[src/include/ccbi_pkg.sv]
// Constants and types shared by both ends of the control byte link.
// Overview of operation
// - Master sends first control byte for zero/tare/peaks.
// - First byte bit map: zero, tare, peak controls.
// - First byte order: zero, tare, then peaks.
// - Continuous peak clear beats one-off clear.
// - Second byte bit map: autocal, zero, tare, hysteresis, scaling.
// - Second byte order: zero, tare, hysteresis, autocal.
// - Master never sends scaling with other bits.
// - Per byte enable masks gate every function.
// - Both masks enable everything after reset.
// - Received control bytes are echoed back.
// - One-off functions start only on rising bits, except hysteresis, which fires on every frame with its bit set.
// - Four limit thresholds of four bytes each.
// - Six byte container write, two byte read.
// - Diagnosis is five bytes: 5, 129, 0, 0.
// - Diagnosis byte five fault bits, top two zero.
// - Fault bits follow the fault condition exactly.
// - Acyclic access yields to cyclic traffic.
// - Two masters may access acyclic parameters concurrently.
// - Acyclic parameters addressed by slot and index.
// - Multi-byte values travel most significant byte first.
// - Each control byte echo uses one byte.
package ccbi_pkg;
  localparam int CCBI_NUM_LIMITS  = 4;
  localparam int CCBI_THR_BYTES   = 4;
  localparam int CCBI_CWR_BYTES   = 6;
  localparam int CCBI_CRD_BYTES   = 2;
  localparam int CCBI_OFS_CTRL1   = 0;
  localparam int CCBI_OFS_CTRL2   = 1;
  localparam int CCBI_OFS_THR     = 2;
  localparam int CCBI_OFS_CWR     = CCBI_OFS_THR
                                    + CCBI_NUM_LIMITS * CCBI_THR_BYTES;
  localparam int CCBI_OFS_CRD     = CCBI_OFS_CWR + CCBI_CWR_BYTES;
  localparam int CCBI_FRAME_BYTES = CCBI_OFS_CRD + CCBI_CRD_BYTES;
  localparam int CCBI_FIDX_W      = $clog2(CCBI_FRAME_BYTES);
  localparam logic [CCBI_FIDX_W-1:0] CCBI_FIDX_LAST =
    CCBI_FIDX_W'(CCBI_FRAME_BYTES - 1);

  localparam int C1_ZERO     = 0;
  localparam int C1_TARE     = 1;
  localparam int C1_CCLR_MAX = 2;
  localparam int C1_CCLR_MIN = 3;
  localparam int C1_OCLR_MAX = 4;
  localparam int C1_OCLR_MIN = 5;
  localparam int C1_HOLD_MAX = 6;
  localparam int C1_HOLD_MIN = 7;
  localparam int C2_AUTOCAL  = 0;
  localparam int C2_ZERO     = 1;
  localparam int C2_TARE     = 2;
  localparam int C2_HYST     = 3;
  localparam int C2_SCALE    = 7;
  localparam logic [7:0] CCBI_C2_USED  = 8'h8F;
  localparam logic [7:0] CCBI_C2_SCALE = 8'h80;
  localparam logic [7:0] CCBI_MASK_RST = 8'hFF;

  // Function slots; a lower index is executed first.
  localparam int CCBI_FN_ZERO     = 0;
  localparam int CCBI_FN_TARE     = 1;
  localparam int CCBI_FN_OCLR_MAX = 2;
  localparam int CCBI_FN_OCLR_MIN = 3;
  localparam int CCBI_FN_HYST     = 4;
  localparam int CCBI_FN_AUTOCAL  = 5;
  localparam int CCBI_FN_SCALE    = 6;
  localparam int CCBI_FN_COUNT    = 7;

  localparam int CCBI_FAULT_W = 6;
  localparam int CCBI_DIAG_W  = 40;
  localparam logic [7:0] CCBI_DIAG_B1 = 8'h05;
  localparam logic [7:0] CCBI_DIAG_B2 = 8'h81;
  localparam logic [7:0] CCBI_DIAG_B3 = 8'h00;
  localparam logic [7:0] CCBI_DIAG_B4 = 8'h00;
  localparam logic [1:0] CCBI_DIAG_RSV = 2'h0;

  localparam int CCBI_NUM_MST = 2;
  localparam logic [7:0] CCBI_AC_SLOT_CFG  = 8'h00;
  localparam logic [7:0] CCBI_AC_IDX_MASK1 = 8'h01;
  localparam logic [7:0] CCBI_AC_IDX_MASK2 = 8'h02;
  localparam logic [7:0] CCBI_AC_IDX_DIAG  = 8'h03;

  typedef enum logic [1:0] {CCBI_RX_IDLE, CCBI_RX_FRAME, CCBI_RX_COMMIT}
    ccbi_rx_t;
  typedef enum logic {CCBI_TX_IDLE, CCBI_TX_SEND} ccbi_tx_t;

  function automatic logic [CCBI_FN_COUNT-1:0] ccbi_lowest(
    input logic [CCBI_FN_COUNT-1:0] v);
    return v & (~v + 1'b1);
  endfunction

  function automatic int ccbi_thr_ofs(input int i, input int j);
    return CCBI_OFS_THR + CCBI_THR_BYTES * i + j;
  endfunction
endpackage

[src/include/ccbi_if.sv]
`timescale 1ns/1ps
// Link between the cyclic master and the interpreting device.
interface ccbi_if
  import ccbi_pkg::*;
(
  input logic clk,
  input logic reset_n
);
  logic [7:0]                        out_byte;
  logic                              out_valid;
  logic                              out_sof;
  logic [7:0]                        ack1;
  logic [7:0]                        ack2;
  logic                              frame_ack;
  logic [CCBI_DIAG_W-1:0]            diag;
  logic [CCBI_NUM_MST-1:0]           ac_req;
  logic [CCBI_NUM_MST-1:0]           ac_wr;
  logic [CCBI_NUM_MST-1:0][15:0]     ac_addr;
  logic [CCBI_NUM_MST-1:0][7:0]      ac_wdata;
  logic [CCBI_NUM_MST-1:0]           ac_done;
  logic [7:0]                        ac_rdata;
  logic                              ac_err;

  modport dev (input clk, reset_n, out_byte, out_valid, out_sof,
               ac_req, ac_wr, ac_addr, ac_wdata,
               output ack1, ack2, frame_ack, diag, ac_done, ac_rdata,
               ac_err);
  modport mst (input clk, reset_n, ack1, ack2, frame_ack, diag,
               ac_done, ac_rdata, ac_err,
               output out_byte, out_valid, out_sof,
               ac_req, ac_wr, ac_addr, ac_wdata);
endinterface

[src/design/ccbi_device.sv]
`timescale 1ns/1ps
// Device end: frame receiver, control interpreter and acyclic server.
module ccbi_device
  import ccbi_pkg::*;
(
  ccbi_if.dev                              link,
  input  logic [CCBI_FAULT_W-1:0]          fault,
  input  logic [7:0]                       cmd_rdata,
  output logic [CCBI_FN_COUNT-1:0]         func_pulse,
  output logic                             cont_clr_max,
  output logic                             cont_clr_min,
  output logic                             hold_max,
  output logic                             hold_min,
  output logic [CCBI_NUM_LIMITS-1:0][31:0] thr_level,
  output logic [8*CCBI_CWR_BYTES-1:0]      cwr_field,
  output logic [8*CCBI_CRD_BYTES-1:0]      crd_field,
  output logic                             frame_done,
  output logic                             cmd_valid,
  output logic                             cmd_wr,
  output logic [7:0]                       cmd_slot,
  output logic [7:0]                       cmd_index,
  output logic [7:0]                       cmd_wdata
);
  typedef struct packed {
    ccbi_rx_t                              rx;
    logic [CCBI_FIDX_W-1:0]                idx;
    logic [CCBI_FRAME_BYTES-1:0][7:0]      fbytes;
    logic [7:0]                            mask1;
    logic [7:0]                            mask2;
    logic [7:0]                            prev1;
    logic [7:0]                            prev2;
    logic [7:0]                            ack1;
    logic [7:0]                            ack2;
    logic                                  frame_ack;
    logic [CCBI_FN_COUNT-1:0]              pend;
    logic [CCBI_FN_COUNT-1:0]              fire;
    logic                                  cclr_max;
    logic                                  cclr_min;
    logic                                  hold_max;
    logic                                  hold_min;
    logic [CCBI_NUM_LIMITS-1:0][31:0]      thr;
    logic [8*CCBI_CWR_BYTES-1:0]           cwr;
    logic [8*CCBI_CRD_BYTES-1:0]           crd;
    logic [7:0]                            diag5;
    logic                                  rr;
    logic [CCBI_NUM_MST-1:0]               ac_done;
    logic [7:0]                            ac_rdata;
    logic                                  ac_err;
    logic                                  cmd_valid;
    logic                                  cmd_wr;
    logic [7:0]                            cmd_slot;
    logic [7:0]                            cmd_index;
    logic [7:0]                            cmd_wdata;
    logic                                  fwd_g;
  } ccbi_dev_st_t;

  ccbi_dev_st_t             q;
  ccbi_dev_st_t             d;
  logic [7:0]               c1;
  logic [7:0]               c2;
  logic [7:0]               m1;
  logic [7:0]               m2;
  logic [7:0]               e1;
  logic [7:0]               e2;
  logic [CCBI_FN_COUNT-1:0] n;
  logic                     gnt;
  logic                     g;
  logic [7:0]               slot;
  logic [7:0]               index;

  always_comb begin
    d = q;
    d.frame_ack = 1'b0;
    d.ac_done   = '0;
    d.cmd_valid = 1'b0;
    n     = '0;
    slot  = 8'h00;
    index = 8'h00;
    c1 = q.fbytes[CCBI_OFS_CTRL1];
    c2 = q.fbytes[CCBI_OFS_CTRL2] & CCBI_C2_USED;
    m1 = c1 & q.mask1;
    m2 = c2 & q.mask2;
    e1 = m1 & ~q.prev1;
    e2 = m2 & ~q.prev2;

    unique case (q.rx)
      CCBI_RX_IDLE: begin
        if (link.out_valid && link.out_sof) begin
          d.fbytes[CCBI_OFS_CTRL1] = link.out_byte;
          d.idx = CCBI_FIDX_W'(1);
          d.rx  = CCBI_RX_FRAME;
        end
      end
      CCBI_RX_FRAME: begin
        if (link.out_valid && link.out_sof) begin
          d.fbytes[CCBI_OFS_CTRL1] = link.out_byte;
          d.idx = CCBI_FIDX_W'(1);
        end else if (link.out_valid) begin
          d.fbytes[q.idx] = link.out_byte;
          d.idx = q.idx + 1'b1;
          if (q.idx == CCBI_FIDX_LAST) begin
            d.rx = CCBI_RX_COMMIT;
          end
        end
      end
      CCBI_RX_COMMIT: begin
        d.ack1 = q.fbytes[CCBI_OFS_CTRL1];
        d.ack2 = q.fbytes[CCBI_OFS_CTRL2];
        d.frame_ack = 1'b1;
        d.prev1 = m1;
        d.prev2 = m2;
        d.cclr_max = m1[C1_CCLR_MAX];
        d.cclr_min = m1[C1_CCLR_MIN];
        d.hold_max = m1[C1_HOLD_MAX];
        d.hold_min = m1[C1_HOLD_MIN];
        n[CCBI_FN_ZERO]    = e1[C1_ZERO] | e2[C2_ZERO];
        n[CCBI_FN_TARE]    = e1[C1_TARE] | e2[C2_TARE];
        n[CCBI_FN_OCLR_MAX] = e1[C1_OCLR_MAX] & ~m1[C1_CCLR_MAX];
        n[CCBI_FN_OCLR_MIN] = e1[C1_OCLR_MIN] & ~m1[C1_CCLR_MIN];
        n[CCBI_FN_HYST]    = m2[C2_HYST];
        n[CCBI_FN_AUTOCAL] = e2[C2_AUTOCAL];
        n[CCBI_FN_SCALE]   = e2[C2_SCALE];
        for (int i = 0; i < CCBI_NUM_LIMITS; i++) begin
          for (int j = 0; j < CCBI_THR_BYTES; j++) begin
            d.thr[i][8*(CCBI_THR_BYTES-1-j) +: 8] =
              q.fbytes[ccbi_thr_ofs(i, j)];
          end
        end
        for (int j = 0; j < CCBI_CWR_BYTES; j++) begin
          d.cwr[8*(CCBI_CWR_BYTES-1-j) +: 8] = q.fbytes[CCBI_OFS_CWR+j];
        end
        for (int j = 0; j < CCBI_CRD_BYTES; j++) begin
          d.crd[8*(CCBI_CRD_BYTES-1-j) +: 8] = q.fbytes[CCBI_OFS_CRD+j];
        end
        d.rx = CCBI_RX_IDLE;
      end
    endcase

    // zero, tare, one-off peak clears, hysteresis, autocal, scaling
    // One function fires per cycle; a fresh request re-sets its slot.
    d.fire = ccbi_lowest(q.pend);
    d.pend = (q.pend & ~d.fire) | n;

    d.diag5 = {CCBI_DIAG_RSV, fault};

    // A forwarded command is answered by the user in the same cycle that cmd_valid is high.
    if (q.cmd_valid) begin
      d.ac_done[q.fwd_g] = 1'b1;
      d.ac_rdata = cmd_rdata;
      d.ac_err = 1'b0;
    end

    // acyclic waits for idle
    // The done cycle is skipped so a held request is not served twice.
    gnt = (q.rx == CCBI_RX_IDLE) && !link.out_valid && !q.cmd_valid &&
          (q.ac_done == '0) && (link.ac_req != '0);
    g = link.ac_req[1] && (!link.ac_req[0] || q.rr);
    if (gnt) begin
      slot  = link.ac_addr[g][15:8];
      index = link.ac_addr[g][7:0];
      d.rr = ~g;
      d.ac_err = 1'b0;
      d.ac_rdata = 8'h00;
      if (slot == CCBI_AC_SLOT_CFG && index == CCBI_AC_IDX_MASK1) begin
        if (link.ac_wr[g]) begin
          d.mask1 = link.ac_wdata[g];
        end
        d.ac_rdata = q.mask1;
        d.ac_done[g] = 1'b1;
      end else if (slot == CCBI_AC_SLOT_CFG &&
                   index == CCBI_AC_IDX_MASK2) begin
        if (link.ac_wr[g]) begin
          d.mask2 = link.ac_wdata[g];
        end
        d.ac_rdata = q.mask2;
        d.ac_done[g] = 1'b1;
      end else if (slot == CCBI_AC_SLOT_CFG &&
                   index == CCBI_AC_IDX_DIAG) begin
        d.ac_err = link.ac_wr[g];
        d.ac_rdata = q.diag5;
        d.ac_done[g] = 1'b1;
      end else begin
        d.cmd_valid = 1'b1;
        d.cmd_wr    = link.ac_wr[g];
        d.cmd_slot  = slot;
        d.cmd_index = index;
        d.cmd_wdata = link.ac_wdata[g];
        d.fwd_g     = g;
      end
    end
  end

  always_ff @(posedge link.clk or negedge link.reset_n) begin
    if (!link.reset_n) begin
      q <= '0;
      q.rx <= CCBI_RX_IDLE;
      q.mask1 <= CCBI_MASK_RST;
      q.mask2 <= CCBI_MASK_RST;
    end else begin
      q <= d;
    end
  end

  assign link.diag = {CCBI_DIAG_B1, CCBI_DIAG_B2, CCBI_DIAG_B3,
                      CCBI_DIAG_B4, q.diag5};
  assign link.ack1      = q.ack1;
  assign link.ack2      = q.ack2;
  assign link.frame_ack = q.frame_ack;
  assign link.ac_done   = q.ac_done;
  assign link.ac_rdata  = q.ac_rdata;
  assign link.ac_err    = q.ac_err;
  assign func_pulse     = q.fire;
  assign cont_clr_max   = q.cclr_max;
  assign cont_clr_min   = q.cclr_min;
  assign hold_max       = q.hold_max;
  assign hold_min       = q.hold_min;
  assign thr_level      = q.thr;
  assign cwr_field      = q.cwr;
  assign crd_field      = q.crd;
  assign frame_done     = q.frame_ack;
  assign cmd_valid      = q.cmd_valid;
  assign cmd_wr         = q.cmd_wr;
  assign cmd_slot       = q.cmd_slot;
  assign cmd_index      = q.cmd_index;
  assign cmd_wdata      = q.cmd_wdata;
endmodule

[src/flat_wrapper.sv]
// flat-port wrapper written by rule: the top's interface ports become plain ports
module ccbi_device_flat import ccbi_pkg::*;
  (fault, cmd_rdata, func_pulse, cont_clr_max, cont_clr_min, hold_max, hold_min, thr_level, cwr_field, crd_field, frame_done, cmd_valid, cmd_wr, cmd_slot, cmd_index, cmd_wdata, clk, reset_n, link_out_byte, link_out_valid, link_out_sof, link_ac_req, link_ac_wr, link_ac_addr, link_ac_wdata, link_ack1, link_ack2, link_frame_ack, link_diag, link_ac_done, link_ac_rdata, link_ac_err);
  ccbi_if link_i (.clk(clk), .reset_n(reset_n));
  input  logic [CCBI_FAULT_W-1:0] fault;
  input  logic [7:0] cmd_rdata;
  output logic [CCBI_FN_COUNT-1:0] func_pulse;
  output logic cont_clr_max;
  output logic cont_clr_min;
  output logic hold_max;
  output logic hold_min;
  output logic [CCBI_NUM_LIMITS-1:0][31:0] thr_level;
  output logic [8*CCBI_CWR_BYTES-1:0] cwr_field;
  output logic [8*CCBI_CRD_BYTES-1:0] crd_field;
  output logic frame_done;
  output logic cmd_valid;
  output logic cmd_wr;
  output logic [7:0] cmd_slot;
  output logic [7:0] cmd_index;
  output logic [7:0] cmd_wdata;
  input wire logic clk;
  input wire logic reset_n;
  input wire logic [$bits(link_i.out_byte)-1:0] link_out_byte;
  input wire logic [$bits(link_i.out_valid)-1:0] link_out_valid;
  input wire logic [$bits(link_i.out_sof)-1:0] link_out_sof;
  input wire logic [$bits(link_i.ac_req)-1:0] link_ac_req;
  input wire logic [$bits(link_i.ac_wr)-1:0] link_ac_wr;
  input wire logic [$bits(link_i.ac_addr)-1:0] link_ac_addr;
  input wire logic [$bits(link_i.ac_wdata)-1:0] link_ac_wdata;
  output wire logic [$bits(link_i.ack1)-1:0] link_ack1;
  output wire logic [$bits(link_i.ack2)-1:0] link_ack2;
  output wire logic [$bits(link_i.frame_ack)-1:0] link_frame_ack;
  output wire logic [$bits(link_i.diag)-1:0] link_diag;
  output wire logic [$bits(link_i.ac_done)-1:0] link_ac_done;
  output wire logic [$bits(link_i.ac_rdata)-1:0] link_ac_rdata;
  output wire logic [$bits(link_i.ac_err)-1:0] link_ac_err;
  assign link_i.out_byte = link_out_byte;
  assign link_i.out_valid = link_out_valid;
  assign link_i.out_sof = link_out_sof;
  assign link_i.ac_req = link_ac_req;
  assign link_i.ac_wr = link_ac_wr;
  assign link_i.ac_addr = link_ac_addr;
  assign link_i.ac_wdata = link_ac_wdata;
  assign link_ack1 = link_i.ack1;
  assign link_ack2 = link_i.ack2;
  assign link_frame_ack = link_i.frame_ack;
  assign link_diag = link_i.diag;
  assign link_ac_done = link_i.ac_done;
  assign link_ac_rdata = link_i.ac_rdata;
  assign link_ac_err = link_i.ac_err;
  ccbi_device u_core (.link(link_i), .fault(fault), .cmd_rdata(cmd_rdata), .func_pulse(func_pulse), .cont_clr_max(cont_clr_max), .cont_clr_min(cont_clr_min), .hold_max(hold_max), .hold_min(hold_min), .thr_level(thr_level), .cwr_field(cwr_field), .crd_field(crd_field), .frame_done(frame_done), .cmd_valid(cmd_valid), .cmd_wr(cmd_wr), .cmd_slot(cmd_slot), .cmd_index(cmd_index), .cmd_wdata(cmd_wdata));
endmodule
[config.mk]
export PLATFORM = sky130hd
export DESIGN_NAME = ccbi_device_flat
export DESIGN_NICKNAME = d
export VERILOG_FILES = /design/src/include/ccbi_pkg.sv /design/src/include/ccbi_if.sv /design/src/design/ccbi_device.sv /design/src/flat_wrapper.sv
export SDC_FILE = /design/constraint.sdc
export NUM_CORES = 1
export LEC_CHECK = 0
export ABC_AREA = 1
export BUFFER_PORTS_ARGS = -buffer_cell sky130_fd_sc_hd__buf_4
export CAP_MARGIN = 10
export CORE_UTILIZATION = 56
export DETAILED_ROUTE_END_ITERATION = 8
export PLACE_DENSITY = 0.92
export SLEW_MARGIN = 20
export SYNTH_ARGS = -nofsm -noshare
export SYNTH_HDL_FRONTEND = slang
export SYNTH_SLANG_ARGS = --single-unit
[constraint.sdc]
create_clock -name clk -period 2.07 [get_ports clk]
set_input_delay 0.414 -clock clk [delete_from_list [all_inputs] [get_ports clk]]
set_output_delay 0.414 -clock clk [all_outputs]
set_load 0.005 [all_outputs]
==> impl_metrics.tcl <==
set metrics [dict create \
    yosys-top-cells-area "dfrtp_1 (57%), nand2_1 (18%), buf_4 (10%)" \
    register_area_mm2 0.01281 \
    cts.root.buffer_cell "clkbuf_16" \
    die_w_um 199.3 \
    antenna_left 0 \
    core_area_mm2 0.03793 \
    gp_congestion 0.9656 \
    cts_inserted_buffers 51 \
    final_layout_size_suffix_gt1_share_pct 24.62 \
    ys_async_sr_fraction_pct 100.0 \
    clkSinkCount 511 \
    ys_types 38 \
    initial_utilization_pct 57.44 \
    nNetsFinal 2623 \
    hold_viol_final 0 \
    powerDensity_mw_per_mm2 1153 \
    synth-main-ff-cell "dfrtp_1" \
    dieArea_mm2 0.03970 \
    violations "negative setup slack" \
    netlist_area_mm2 0.02179 \
    vias_per_cell 5.437 \
    arrival_ns 2.59 \
    yosys-top-cells-count "nand2_1 (1025), dfrtp_1 (495), buf_4 (291)" \
    fin_crit_sh_pct 102.4 \
    wl_per_cell_um 18.68 \
    synth_area_per_cell_um2 9.056 \
    ir_worst_vdd_v 0.0009417 \
    first_pass_iters 6 \
    critical_path_class "register to register" \
    synth_top_area_cell "dfrtp_1" \
    syn_inst 2406 \
    yosysMostFrequentCell "nand2_1" \
    drt_iter0_drc 1299 \
    status "complete, but fails checks" \
    slew_violations 0 \
    worstPathMaxFanout 7 \
    seq_area_frac_synth_pct 58.78 \
    htree_levels 2 \
    clock_latency_ns 0.59 \
    num_vias 16810 \
    cts.clk_slew.worst_paths_ns 0.06 \
    rsz0062_at_grt "yes" \
    ys_warn_count 0 \
    drc 0 \
    end_kind "register" \
    die_h_um 199.3 \
    cp.required_ns 2.54 \
    reg2reg_depth 14 \
    hp-class "input port to register" \
    antenna_found_initial 1 \
    clockBufferDepth 3 \
    numPortBuffers 341 \
    syn_to_final_growth_pct 18.17 \
    grt_util_all_layers_pct 28.48 \
    synth_edf_count 0 \
    grt_pass1_vias 16480 \
    whs_path_depth 3 \
    fin_setup_tns_ns -0.3602 \
    worstSetupStartpointType "register" \
    slew_headroom_pct 55.62 \
    fill_cells 2661 \
    hpwl_um 36430 \
    multi_input_area_mm2 0.006711 \
    final-instance-count-excl-fill 3091 \
    setup_ws_ns -0.04990 \
    tightest_slew_ns 0.6633 \
    placed_cells 2969 \
    io_pins 376 \
    synth.top_cell.area_share_pct 56.85 \
    grt_pass1_wl_um 87370 \
    wl_um 57750 \
    min_period_ns 2.120 \
    skew_ns 0.02559 \
    rows 71 \
    setup_viol 23 \
    overflow 0 \
    synth_seq_cells 511 \
    grt_max_degree 91 \
    drv_cap 0 \
    max_freq_mhz 471.7 \
    leakagePower_nw 13.79 \
    cts_tree "done" \
]
-- layout make-up --
type / instances / share of cell area, %
Clock buffer: 72 / 5.613
Inverter: 43 / 0.6658
Sequential cell: 511 / 49.74
Antenna cell: 1 / 0.009719
Timing Repair Buffer: 442 / 14.13
Tap cell: 511 / 2.483
Clock inverter: 22 / 1.293
Multi-Input combinational cell: 1489 / 26.07
-- stage by stage --
step	cell area [um2]	setup slack [ns]	total power [mW]	hold WS, ns	util (%)
6_report	25750	-0.04990	29.68	0.04936	67.88
5_1_grt	25750	-0.1217	30.97	0.03923	67.88
4_1_cts	25150	-0.1307	29.15	0.01801	66.30
3_5_place_dp	23240	-0.2726	19.34	0.3619	61.27
3_3_place_gp	23240	-0.2391	19.04	0.3646	61.27
2_1_floorplan	21910	0.1020	17.17	0.1184	-
-- registers in the layout (all words and copies together), names as in the netlist, 2 cells and up --
register,flops
u_core.cmd_index,8
u_core.link.diag,6
u_core.cmd_wdata,8
u_core.link.ac_rdata,8
u_core.crd_field,16
u_core.cwr_field,48
u_core.func_pulse,7
u_core.link.ac_done,2
u_core.c2,5
u_core.link.ack2,8
u_core.cmd_slot,8
u_core.thr_level,128
u_core.q,237
u_core.c1,8
u_core.link.ack1,8
-- placed cells by master, fill, tap and decap left out, types with 12 or more instances in the layout --
cell	synthesis	final
conb_1	2	34
buf_4	291	407
o21ai_1	16	21
nand2_4	2	15
nor2_1	34	25
nand2_1	1025	992
buf_12	0	16
dfstp_2	16	16
clkbuf_1	93	12
clkbuf_16	0	54
nand2_2	12	33
dfrtp_1	495	495
inv_1	37	35
o21ai_0	229	224
nand3_2	0	17
nand3_1	77	60
-- path summary, 6_finish.rpt --
| kind | from | end | slack (ns) |
|---|---|---|---|
| min in group asynchronous | reset_n | u_core.q[455]$_DFFE_PN0P_ | 0.35 |
| max in group asynchronous | reset_n | u_core.cwr_field[20]$_DFFE_PN0P_ | 0.91 |
| worst min-delay path | cmd_rdata[2] | u_core.link.ac_rdata[2]$_DFFE_PN0P_ | 0.05 |
| worst max-delay path | u_core.q[38]$_DFFE_PN0N_ | u_core.cmd_wdata[5]$_DFFE_PN0P_ | -0.05 |
| worst max register to register | u_core.q[38]$_DFFE_PN0N_ | u_core.cmd_wdata[5]$_DFFE_PN0P_ | -0.05 |
| worst min register to register | u_core.q[281]$_DFFE_PN0P_ | u_core.q[256]$_DFF_PN0_ | 0.47 |
-- worst max-delay path: stages, from the launching register on --
cell	delay, ns
dfrtp_1	0.39
inv_2	0.08
nand2_4	0.10
buf_8	0.16
nand3_2	0.06
nand2_2	0.06
nor2_1	0.12
nand2_1	0.10
nor2_4	0.23
and2_4	0.22
nor2_8	0.06
buf_6	0.12
clkbuf_16	0.15
nand3b_1	0.09
nand2_1	0.06
-- routing by layer --
| layer | wire length, um | global-route usage (%) | up-vias |
|---|---|---|---|
| met2 | 28380 | 46.87 | 854 |
| met3 | 4507 | 5.181 | 177 |
| met4 | 2572 | 13.56 | 0 |
| met5 | 0 | 0 | - |
| li1 | - | - | 7501 |
| met1 | 22290 | 36.57 | 8273 |
-- where the power goes --
part	total, mW	switching [mW]	internal, mW
Clock	9.72	3.94	5.77
Sequential	12.9	1.23	11.7
Combinational	7.07	4.05	3.02
-- logic make-up (layout without fill, tap and decap cells) --
logic type | count (synthesis) | count (layout) | synth area share, %
simple gates | 1180 | 1183 | 21.57
fa+ha+maj | 7 | 7 | 0.4020
other cells | 2 | 35 | 0.03447
flops | 511 | 511 | 58.78
compound gates | 257 | 257 | 6.018
buf+inv | 441 | 579 | 12.82
mux | 8 | 8 | 0.3675
-- repair_timing --
action,in CTS,in global routing
cloned,0,6
endpoints found under the setup margin,233,260
buffers inserted,0,14
hold buffers,7,0
gates resized for setup,23,90
endpoints found under the hold margin,36,0
pin swaps,0,25
Power figures use the tool's default switching activity.
